$ cat src/core/ssla_pkg.sv
package ssla_pkg;
  // register byte offsets (aligned words on apb)
  localparam logic [11:0] ADDR_DATA_LINE = 12'h000;
  localparam logic [11:0] ADDR_CLOCK_LINE = 12'h004;
  localparam logic [11:0] ADDR_LINE_CONTROL = 12'h008;
  localparam logic [11:0] ADDR_FALL_COND = 12'h00C;
  localparam logic [11:0] ADDR_RISE_COND = 12'h010;
  localparam logic [11:0] ADDR_SAMPLED_DATA = 12'h014;
  localparam logic [11:0] ADDR_CLOCK_RISE = 12'h018;
  // control field positions
  localparam int CTRL_ENABLE_BIT = 0;
  localparam int CTRL_UNCOND_BIT = 1;
  localparam int CTRL_COND_BIT = 2;
  localparam int CTRL_STRETCH_BIT = 3;
  // reset values
  localparam logic DRIVE_RESET = 1'b1;
  localparam logic FLAG_RESET = 1'b0;
  typedef struct packed {
    logic clk_in;
    logic dat_in;
  } ssla_lines_t;
endpackage : ssla_pkg

$ cat src/core/ssla_top.sv
`timescale 1ns/1ps
`default_nettype none
module ssla_top (
  input wire logic pclk,
  input wire logic presetn,
  input wire logic psel,
  input wire logic penable,
  input wire logic pwrite,
  input wire logic [11:0] paddr,
  input wire logic [31:0] pwdata,
  output logic [31:0] prdata,
  output logic pready,
  output logic pslverr,
  input wire logic port_b_line_four_i,
  output logic port_b_line_four_o,
  output logic port_b_line_four_oe,
  input wire logic port_b_line_five_i,
  output logic port_b_line_five_o,
  output logic port_b_line_five_oe,
  input wire logic port_b_four_gpio_o,
  input wire logic port_b_four_gpio_oe,
  input wire logic port_b_five_gpio_o,
  input wire logic port_b_five_gpio_oe,
  output logic falling_condition_irq,
  output logic rising_condition_irq
);
  ssla_pkg::ssla_lines_t meta_r;
  ssla_pkg::ssla_lines_t sync_r;
  ssla_pkg::ssla_lines_t prev_r;
  logic data_line_drive_bit_r;
  logic clock_line_drive_bit_r;
  logic line_assist_enable_r;
  logic unconditional_stretch_enable_r;
  logic conditional_stretch_enable_r;
  logic stretch_active_flag_r;
  logic falling_data_condition_flag_r;
  logic rising_data_condition_flag_r;
  logic sampled_data_bit_r;
  logic clock_rise_flag_r;
  logic clk_rise;
  logic clk_fall;
  logic cond_fall;
  logic cond_rise;
  logic setup_ok;
  logic wr_acc;
  logic rd_acc;
  logic mapped;
  logic [31:0] rd_nxt;
  logic clk_drive_low;

  function automatic logic hit(input logic [11:0] a, input logic [11:0] b);
    hit = (a == b);
  endfunction : hit

  // first stage read only by second stage
  always_ff @(posedge pclk or negedge presetn) begin
    if (!presetn) begin
      meta_r <= '1;
      sync_r <= '1;
      prev_r <= '1;
    end else begin
      meta_r <= '{clk_in: port_b_line_four_i, dat_in: port_b_line_five_i};
      sync_r <= meta_r;
      prev_r <= sync_r;
    end
  end

  assign clk_rise = sync_r.clk_in && !prev_r.clk_in;
  assign clk_fall = !sync_r.clk_in && prev_r.clk_in;
  assign cond_fall = prev_r.dat_in && !sync_r.dat_in && sync_r.clk_in && prev_r.clk_in;
  assign cond_rise = !prev_r.dat_in && sync_r.dat_in && sync_r.clk_in && prev_r.clk_in;

  // zero wait state slave
  assign setup_ok = psel && penable;
  assign wr_acc = setup_ok && pwrite;
  assign rd_acc = setup_ok && !pwrite;
  assign mapped = hit(paddr, ssla_pkg::ADDR_DATA_LINE) || hit(paddr, ssla_pkg::ADDR_CLOCK_LINE)
    || hit(paddr, ssla_pkg::ADDR_LINE_CONTROL) || hit(paddr, ssla_pkg::ADDR_FALL_COND)
    || hit(paddr, ssla_pkg::ADDR_RISE_COND) || hit(paddr, ssla_pkg::ADDR_SAMPLED_DATA)
    || hit(paddr, ssla_pkg::ADDR_CLOCK_RISE);

  always_ff @(posedge pclk or negedge presetn) begin
    if (!presetn) begin
      data_line_drive_bit_r <= ssla_pkg::DRIVE_RESET;
      clock_line_drive_bit_r <= ssla_pkg::DRIVE_RESET;
    end else if (wr_acc) begin
      if (hit(paddr, ssla_pkg::ADDR_DATA_LINE)) begin
        data_line_drive_bit_r <= pwdata[0];
      end
      if (hit(paddr, ssla_pkg::ADDR_CLOCK_LINE)) begin
        clock_line_drive_bit_r <= pwdata[0];
      end
    end
  end

  always_ff @(posedge pclk or negedge presetn) begin
    if (!presetn) begin
      line_assist_enable_r <= 1'b0;
      unconditional_stretch_enable_r <= 1'b0;
      conditional_stretch_enable_r <= 1'b0;
    end else if (wr_acc && hit(paddr, ssla_pkg::ADDR_LINE_CONTROL)) begin
      line_assist_enable_r <= pwdata[ssla_pkg::CTRL_ENABLE_BIT];
      unconditional_stretch_enable_r <= pwdata[ssla_pkg::CTRL_UNCOND_BIT];
      conditional_stretch_enable_r <= pwdata[ssla_pkg::CTRL_COND_BIT];
    end
  end

  // set wins over a same-cycle clearing write
  always_ff @(posedge pclk or negedge presetn) begin
    if (!presetn) begin
      falling_data_condition_flag_r <= ssla_pkg::FLAG_RESET;
      rising_data_condition_flag_r <= ssla_pkg::FLAG_RESET;
    end else begin
      if (line_assist_enable_r && cond_fall) begin
        falling_data_condition_flag_r <= 1'b1;
      end else if (wr_acc && hit(paddr, ssla_pkg::ADDR_FALL_COND)) begin
        falling_data_condition_flag_r <= 1'b0;
      end
      if (line_assist_enable_r && cond_rise) begin
        rising_data_condition_flag_r <= 1'b1;
      end else if (wr_acc && hit(paddr, ssla_pkg::ADDR_RISE_COND)) begin
        rising_data_condition_flag_r <= 1'b0;
      end
    end
  end

  // one pulse per occurrence, gated by enable like the flags
  always_ff @(posedge pclk or negedge presetn) begin
    if (!presetn) begin
      falling_condition_irq <= 1'b0;
      rising_condition_irq <= 1'b0;
    end else begin
      falling_condition_irq <= line_assist_enable_r && cond_fall;
      rising_condition_irq <= line_assist_enable_r && cond_rise;
    end
  end

  always_ff @(posedge pclk or negedge presetn) begin
    if (!presetn) begin
      sampled_data_bit_r <= 1'b0;
      clock_rise_flag_r <= 1'b0;
    end else begin
      if (clk_rise) begin
        sampled_data_bit_r <= sync_r.dat_in;
      end
      if (clk_rise) begin
        clock_rise_flag_r <= 1'b1;
      end else if (rd_acc && hit(paddr, ssla_pkg::ADDR_SAMPLED_DATA)) begin
        clock_rise_flag_r <= 1'b0;
      end
    end
  end

  // a new fall during the release write wins, so no stretch is missed
  always_ff @(posedge pclk or negedge presetn) begin
    if (!presetn) begin
      stretch_active_flag_r <= 1'b0;
    end else if (line_assist_enable_r && clk_fall && (unconditional_stretch_enable_r
        || (conditional_stretch_enable_r && falling_data_condition_flag_r))) begin
      stretch_active_flag_r <= 1'b1;
    end else if (wr_acc && hit(paddr, ssla_pkg::ADDR_SAMPLED_DATA)) begin
      stretch_active_flag_r <= 1'b0;
    end
  end

  assign clk_drive_low = !clock_line_drive_bit_r || stretch_active_flag_r;

  // open drain: only ever drive low; pass-through of the port when disabled
  always_ff @(posedge pclk or negedge presetn) begin
    if (!presetn) begin
      port_b_line_four_o <= 1'b0;
      port_b_line_four_oe <= 1'b0;
      port_b_line_five_o <= 1'b0;
      port_b_line_five_oe <= 1'b0;
    end else if (line_assist_enable_r) begin
      port_b_line_four_o <= 1'b0;
      port_b_line_four_oe <= clk_drive_low;
      port_b_line_five_o <= 1'b0;
      port_b_line_five_oe <= !data_line_drive_bit_r;
    end else begin
      port_b_line_four_o <= port_b_four_gpio_o;
      port_b_line_four_oe <= port_b_four_gpio_oe;
      port_b_line_five_o <= port_b_five_gpio_o;
      port_b_line_five_oe <= port_b_five_gpio_oe;
    end
  end

  always_comb begin
    rd_nxt = 32'h0000_0000;
    unique case (1'b1)
      hit(paddr, ssla_pkg::ADDR_DATA_LINE): rd_nxt[0] = sync_r.dat_in;
      hit(paddr, ssla_pkg::ADDR_CLOCK_LINE): rd_nxt[0] = sync_r.clk_in;
      hit(paddr, ssla_pkg::ADDR_LINE_CONTROL): begin
        rd_nxt[ssla_pkg::CTRL_ENABLE_BIT] = line_assist_enable_r;
        rd_nxt[ssla_pkg::CTRL_UNCOND_BIT] = unconditional_stretch_enable_r;
        rd_nxt[ssla_pkg::CTRL_COND_BIT] = conditional_stretch_enable_r;
        rd_nxt[ssla_pkg::CTRL_STRETCH_BIT] = stretch_active_flag_r;
      end
      hit(paddr, ssla_pkg::ADDR_FALL_COND): rd_nxt[0] = falling_data_condition_flag_r;
      hit(paddr, ssla_pkg::ADDR_RISE_COND): rd_nxt[0] = rising_data_condition_flag_r;
      hit(paddr, ssla_pkg::ADDR_SAMPLED_DATA): rd_nxt[0] = sampled_data_bit_r;
      hit(paddr, ssla_pkg::ADDR_CLOCK_RISE): rd_nxt[0] = clock_rise_flag_r;
      default: rd_nxt = 32'h0000_0000;
    endcase
  end

  // registered answer: setup cycle computes, access cycle presents
  always_ff @(posedge pclk or negedge presetn) begin
    if (!presetn) begin
      prdata <= 32'h0000_0000;
      pready <= 1'b0;
      pslverr <= 1'b0;
    end else begin
      prdata <= (psel && !penable && !pwrite) ? rd_nxt : 32'h0000_0000;
      pready <= psel && !penable;
      pslverr <= psel && !penable && !mapped;
    end
  end

  a_fall_flag_set: assert property (@(posedge pclk) disable iff (!presetn)
    (line_assist_enable_r && cond_fall) |=> falling_data_condition_flag_r && falling_condition_irq)
    else $error("condition one not flagged");
  a_rise_flag_set: assert property (@(posedge pclk) disable iff (!presetn)
    (line_assist_enable_r && cond_rise) |=> rising_data_condition_flag_r && rising_condition_irq)
    else $error("condition two not flagged");
  a_fall_flag_clear: assert property (@(posedge pclk) disable iff (!presetn)
    (wr_acc && hit(paddr, ssla_pkg::ADDR_FALL_COND) && !(line_assist_enable_r && cond_fall))
    |=> !falling_data_condition_flag_r) else $error("condition one not cleared");
  a_rise_flag_clear: assert property (@(posedge pclk) disable iff (!presetn)
    (wr_acc && hit(paddr, ssla_pkg::ADDR_RISE_COND) && !(line_assist_enable_r && cond_rise))
    |=> !rising_data_condition_flag_r) else $error("condition two not cleared");
  a_no_flag_off: assert property (@(posedge pclk) disable iff (!presetn)
    !line_assist_enable_r && !falling_data_condition_flag_r |=> !falling_data_condition_flag_r)
    else $error("flag set while disabled");
  a_sample_taken: assert property (@(posedge pclk) disable iff (!presetn)
    clk_rise |=> sampled_data_bit_r == $past(sync_r.dat_in) && clock_rise_flag_r)
    else $error("sample not taken on clock rise");
  a_stretch_hold: assert property (@(posedge pclk) disable iff (!presetn)
    (line_assist_enable_r && clk_fall && unconditional_stretch_enable_r)
    |=> stretch_active_flag_r ##1 port_b_line_four_oe) else $error("clock not held low");
  a_stretch_release: assert property (@(posedge pclk) disable iff (!presetn)
    (wr_acc && hit(paddr, ssla_pkg::ADDR_SAMPLED_DATA) && !clk_fall)
    |=> !stretch_active_flag_r) else $error("stretch not released");
  a_data_open_drain: assert property (@(posedge pclk) disable iff (!presetn)
    line_assist_enable_r |=> !port_b_line_five_o && (port_b_line_five_oe == !$past(data_line_drive_bit_r)))
    else $error("data line not open drain");

  a_ready_after_setup: assert property (@(posedge pclk) disable iff (!presetn)
    (psel && !penable) |=> pready)
    else $error("no answer after setup cycle");

  a_ready_one_cycle: assert property (@(posedge pclk) disable iff (!presetn)
    pready |=> !pready)
    else $error("ready stood longer than one cycle");

  a_err_unmapped: assert property (@(posedge pclk) disable iff (!presetn)
    (psel && !penable && !mapped) |=> pslverr)
    else $error("unmapped access not refused");

  a_data_write: assert property (@(posedge pclk) disable iff (!presetn)
    (wr_acc && hit(paddr, ssla_pkg::ADDR_DATA_LINE)) |=> data_line_drive_bit_r == $past(pwdata[0]))
    else $error("data drive bit not written");

  a_clock_write: assert property (@(posedge pclk) disable iff (!presetn)
    (wr_acc && hit(paddr, ssla_pkg::ADDR_CLOCK_LINE)) |=> clock_line_drive_bit_r == $past(pwdata[0]))
    else $error("clock drive bit not written");

  a_clock_pulls_low: assert property (@(posedge pclk) disable iff (!presetn)
    (line_assist_enable_r && !clock_line_drive_bit_r) |=> port_b_line_four_oe)
    else $error("clock line not pulled low");

  a_clock_open_drain: assert property (@(posedge pclk) disable iff (!presetn)
    line_assist_enable_r |=> !port_b_line_four_o)
    else $error("clock line driven high");

  a_disabled_pass: assert property (@(posedge pclk) disable iff (!presetn)
    !line_assist_enable_r |=> port_b_line_four_oe == $past(port_b_four_gpio_oe))
    else $error("port setting not passed through");

  a_ctrl_write: assert property (@(posedge pclk) disable iff (!presetn)
    (wr_acc && hit(paddr, ssla_pkg::ADDR_LINE_CONTROL))
    |=> line_assist_enable_r == $past(pwdata[ssla_pkg::CTRL_ENABLE_BIT]))
    else $error("enable bit not written");

  a_ctrl_unmapped: assert property (@(posedge pclk) disable iff (!presetn)
    (wr_acc && !mapped) |=> $stable(line_assist_enable_r))
    else $error("refused write changed control");

  a_fall_flag_hold: assert property (@(posedge pclk) disable iff (!presetn)
    (falling_data_condition_flag_r && !(wr_acc && hit(paddr, ssla_pkg::ADDR_FALL_COND)))
    |=> falling_data_condition_flag_r)
    else $error("condition one flag lost");

  a_rise_flag_hold: assert property (@(posedge pclk) disable iff (!presetn)
    (rising_data_condition_flag_r && !(wr_acc && hit(paddr, ssla_pkg::ADDR_RISE_COND)))
    |=> rising_data_condition_flag_r)
    else $error("condition two flag lost");

  a_no_rise_off: assert property (@(posedge pclk) disable iff (!presetn)
    !line_assist_enable_r && !rising_data_condition_flag_r |=> !rising_data_condition_flag_r)
    else $error("condition two set while disabled");

  a_fall_irq_off: assert property (@(posedge pclk) disable iff (!presetn)
    !(line_assist_enable_r && cond_fall) |=> !falling_condition_irq)
    else $error("spurious condition one request");

  a_rise_irq_off: assert property (@(posedge pclk) disable iff (!presetn)
    !(line_assist_enable_r && cond_rise) |=> !rising_condition_irq)
    else $error("spurious condition two request");

  a_sample_hold: assert property (@(posedge pclk) disable iff (!presetn)
    !clk_rise |=> $stable(sampled_data_bit_r))
    else $error("sample changed without clock rise");

  a_edge_flag_clear: assert property (@(posedge pclk) disable iff (!presetn)
    (rd_acc && hit(paddr, ssla_pkg::ADDR_SAMPLED_DATA) && !clk_rise) |=> !clock_rise_flag_r)
    else $error("clock rise flag not cleared by read");

  a_cond_stretch: assert property (@(posedge pclk) disable iff (!presetn)
    (line_assist_enable_r && clk_fall && conditional_stretch_enable_r
    && falling_data_condition_flag_r) |=> stretch_active_flag_r)
    else $error("conditional stretch not started");

  a_no_stretch: assert property (@(posedge pclk) disable iff (!presetn)
    (!stretch_active_flag_r && !(line_assist_enable_r && clk_fall)) |=> !stretch_active_flag_r)
    else $error("stretch started without clock fall");

  a_stretch_drive: assert property (@(posedge pclk) disable iff (!presetn)
    (line_assist_enable_r && stretch_active_flag_r) |=> port_b_line_four_oe)
    else $error("stretch flag set but clock released");

  a_stretch_keep: assert property (@(posedge pclk) disable iff (!presetn)
    (stretch_active_flag_r && !(wr_acc && hit(paddr, ssla_pkg::ADDR_SAMPLED_DATA)))
    |=> stretch_active_flag_r)
    else $error("stretch ended without release write");
endmodule : ssla_top
`default_nettype wire

$ cat config.mk
export PLATFORM = sky130hd
export DESIGN_NAME = ssla_top
export DESIGN_NICKNAME = d
export VERILOG_FILES = /design/src/core/ssla_pkg.sv /design/src/core/ssla_top.sv
export SDC_FILE = /design/constraint.sdc
export NUM_CORES = 1
export LEC_CHECK = 0
export CORE_AREA = 2 2 61 68
export CTS_CLUSTER_DIAMETER = 200
export DETAILED_ROUTE_END_ITERATION = 16
export DIE_AREA = 0 0 63 70
export DONT_BUFFER_PORTS = 1
export PLACE_DENSITY_LB_ADDON = 0.05
export SYNTH_ARGS = -nofsm -noshare
export SYNTH_HDL_FRONTEND = slang
export SYNTH_SLANG_ARGS = --single-unit
export TNS_END_PERCENT = 10
$ cat constraint.sdc
create_clock -name pclk -period 3.7 [get_ports pclk]
set_clock_uncertainty 0.05 [all_clocks]
set_input_delay 0.74 -clock pclk [delete_from_list [all_inputs] [get_ports pclk]]
set_output_delay 0.74 -clock pclk [all_outputs]
set_load 0.02 [all_outputs]
==> metrics.md <==
| Metric | Value |
|---|---|
| Pint | 473.3 uW |
| Io pins | 95 |
| Clock share of power | between 30% and 40% |
| # rows | 24 |
| Register area share after synthesis | 49.43% |
| Fin. max-slew vios | 0 |
| Antenna violations before repair | 0 |
| Wire length per cell | roughly 14 um |
| First-pass GRT wire length | slightly below 4000 um |
| Die width | 63 um |
| Crit. End Element | flop |
| Pwr Density | ~420 nW/um^2 |
| Area Overhead vs Synth | -0.08688% |
| #FFs+latches synth | 28 |
| Initial DRC count | 29 |
| Min Tclk post-route | ~2100 ps |
| Data arrival time of the worst path | between 2000 and 2500 ps |
| Comb power frac | under 10% |
| Drt first pass iters | 2 |
| Final setup violation count | 0 |
| Fill cells | 400 |
| CTS Sinks | 28 |
| Post-CTS setup buffers | 0 |
| Final hold vios | 0 |
| Initial Util | 37.70% |
| Yosys warnings | 0 |
| Clock latency on the worst-skew pair | roughly 270 ps |
| Total core area | about 3800 sq um |
| Global Route Usage Sum | 11.23% |
| Cts hold-fix bufs | 0 |
| Syn_area_per_cell | 11.88 sq um |
| Pleak | 0.0006231 uW |
| H-tree depth | 1 |
| Post-synthesis cell count | approximately 120 |
| Final design utilization | between 30% and 40% |
| DRC Markers | 0 |
| Critical path fanouts, max | 9 |
| Die Ht | around 70 um |
| Maximum clock rate | 481.3 MHz |
| Sw power | about 130 uW |
| Worst setup SP type | primary input |
| Critical path type | in -> reg |
| Full die area | between 4000 and 5000 sq um |
| Longest Clk Path Bufs | 2 |
| CTS tree | done |
| GPL Wtd Cong | 0.7126 |
| CTS clk-pin slew, worst paths | about 90 ps |
| HPWL reported at the end of detailed placement | 1829 um |
| WHS | ~100 ps |
| Post-route ant nets | 0 |
| CTS buffer count | 3 |
| Vias in the first global route | roughly 770 |
| IO buf count | 0 |
| Unrepaired setup endpoints after global routing | no |
| Status | completed |
| Hold Crit Class | in -> async |
| Layout cells sized above 1 | 22.69% |
| Post_cts resized | 0 |
| Final #Nets | 175 |
| Total negative slack | 0 ps |
| Maximum VDD drop | just over 300 uV |
| Synthesized area | 1438 sq um |
| Largest net degree at the start of global routing | 29 |
| DR vias/cell | between 4 and 5 |
| Root Buffer | clkbuf_8 |
| Via count | about 820 |
| Antenna Cells | 0 |
| Max cap viols | 0 |
| Critical Path RT | between 3000 and 4000 ps |
| Ratio of final minimum period to clock period | 56.15% |
| Reg power frac | 53.9% |
| WL final | 2479 um |
| Sw frac | between 20 and 25% |
| Netlist cell types | 35 |
| Grt ovf | 0 |
layer usage:
| layer | GRT usage [%] | share of wire [%] | vias to the layer above |
|---|---|---|---|
| li1 | - | - | 375 |
| met1 | 14.78 | 42 | 398 |
| met2 | 17.49 | 48 | 40 |
| met3 | 4.509 | 9.0 | 2 |
| met4 | 2.222 | 0.77 | 0 |
| met5 | 0 | 0 | - |
state kept, by name, summed over array words and instances, names as in the netlist, 2 cells and up:
| register | flops |
|---|---|
| sync_r | 2 |
| meta_r | 2 |
| prdata | 4 |
| prev_r | 2 |
cells by family after synthesis:
group / Yosys count / share of synthesized area, %
multiplexers: 9 / 7.658
flip-flops: 28 / 49.43
AND/OR/NAND/NOR: 38 / 20.10
buffers and inverters: 35 / 17.15
AO/OA/AOI/OAI: 10 / 5.397
other: 1 / 0.2608
final cells by class:
class | instances | area (sq um) | area share [%]
clock inverter | 1 | 30.03 | 2.091
multi-input combinational | 85 | 581.8 | 40.51
clock buffer | 3 | 41.29 | 2.875
tap | 52 | 65.06 | 4.530
inverter | 2 | 7.507 | 0.5226
sequential | 28 | 710.7 | 49.48
per-stage QoR:
| stage | setup slack [ps] | std cells | instance area, sq um | total power, uW |
|---|---|---|---|---|
| 3_5_place_dp | 1319 | 167 | 1365 | 374.6 |
| 2_1_floorplan | 1400 | 148 | 1539 | 397.1 |
| 4_1_cts | 1604 | 171 | 1436 | 613.2 |
| 5_1_grt | 1567 | 171 | 1436 | 631.5 |
| 6_report | 1622 | 171 | 1436 | 605.5 |
| 3_3_place_gp | 1343 | 167 | 1365 | 374.4 |
placed cells by master, fill, tap and decap left out, types with 3 or more instances in the layout:
cell,n
nand2b_1,5
dfrtp_1,20
o41ai_1,3
clkbuf_8,3
mux2_2,6
nor4_1,6
nor2b_1,4
dfstp_2,8
conb_1,28
or4b_2,5
critical path, stage by stage:
cell and delay [ps]:
or4_4 590, nor4_2 470, mux2_2 390
synth_stat cells (all sizes together):
| library cell | number | area share [%] |
|---|---|---|
| a21o | 1 | 0.52 |
| a21oi | 1 | 0.35 |
| a31oi | 1 | 0.44 |
| and3 | 1 | 0.44 |
| buf | 31 | 16 |
| clkbuf | 2 | 0.52 |
| conb | 1 | 0.26 |
| dfrtp | 20 | 35 |
| dfstp | 8 | 15 |
| inv | 2 | 0.52 |
| mux2 | 6 | 4.7 |
| mux2i | 2 | 1.4 |
| mux4 | 1 | 1.6 |
| nand2 | 1 | 0.26 |
| nand2b | 5 | 2.2 |
| nand3 | 1 | 0.35 |
| nand3b | 2 | 1.0 |
| nand4b | 2 | 1.2 |
| nor2 | 1 | 0.26 |
| nor2b | 4 | 1.7 |
| nor3b | 2 | 1.0 |
| nor4 | 7 | 3.5 |
| o211a | 1 | 0.70 |
| o211ai | 1 | 0.52 |
| o21a | 1 | 0.52 |
| o31ai | 1 | 0.52 |
| o41ai | 3 | 1.8 |
| or3 | 1 | 0.44 |
| or4 | 4 | 2.6 |
| or4b | 5 | 3.5 |
| or4bb | 2 | 1.6 |
power groups by stage:
stage                     combinational [uW]  sequential, uW  clock, uW
after floorplan                         66.7             330          0
after global placement                  42.5             332          0
after detailed placement                42.7             332          0
after CTS                               42.9             326        244
after global routing                    46.7             328        257
final                                   43.4             326        236
worst paths after layout:
path	from	depth (start not counted)	slack [ps]	end
max	paddr[9]	3	1620	unconditional_stretch_enable_r
min	presetn	0	100	prdata[2]
max reg2reg	line_assist_enable_r	2	2330	prdata[0]
min reg2reg	meta_r[0]	0	310	sync_r[0]
max in group asynchronous	presetn	0	3320	prev_r[0]
min in group pclk	meta_r[0]	0	310	sync_r[0]
(Power assumes the default switching activity.)
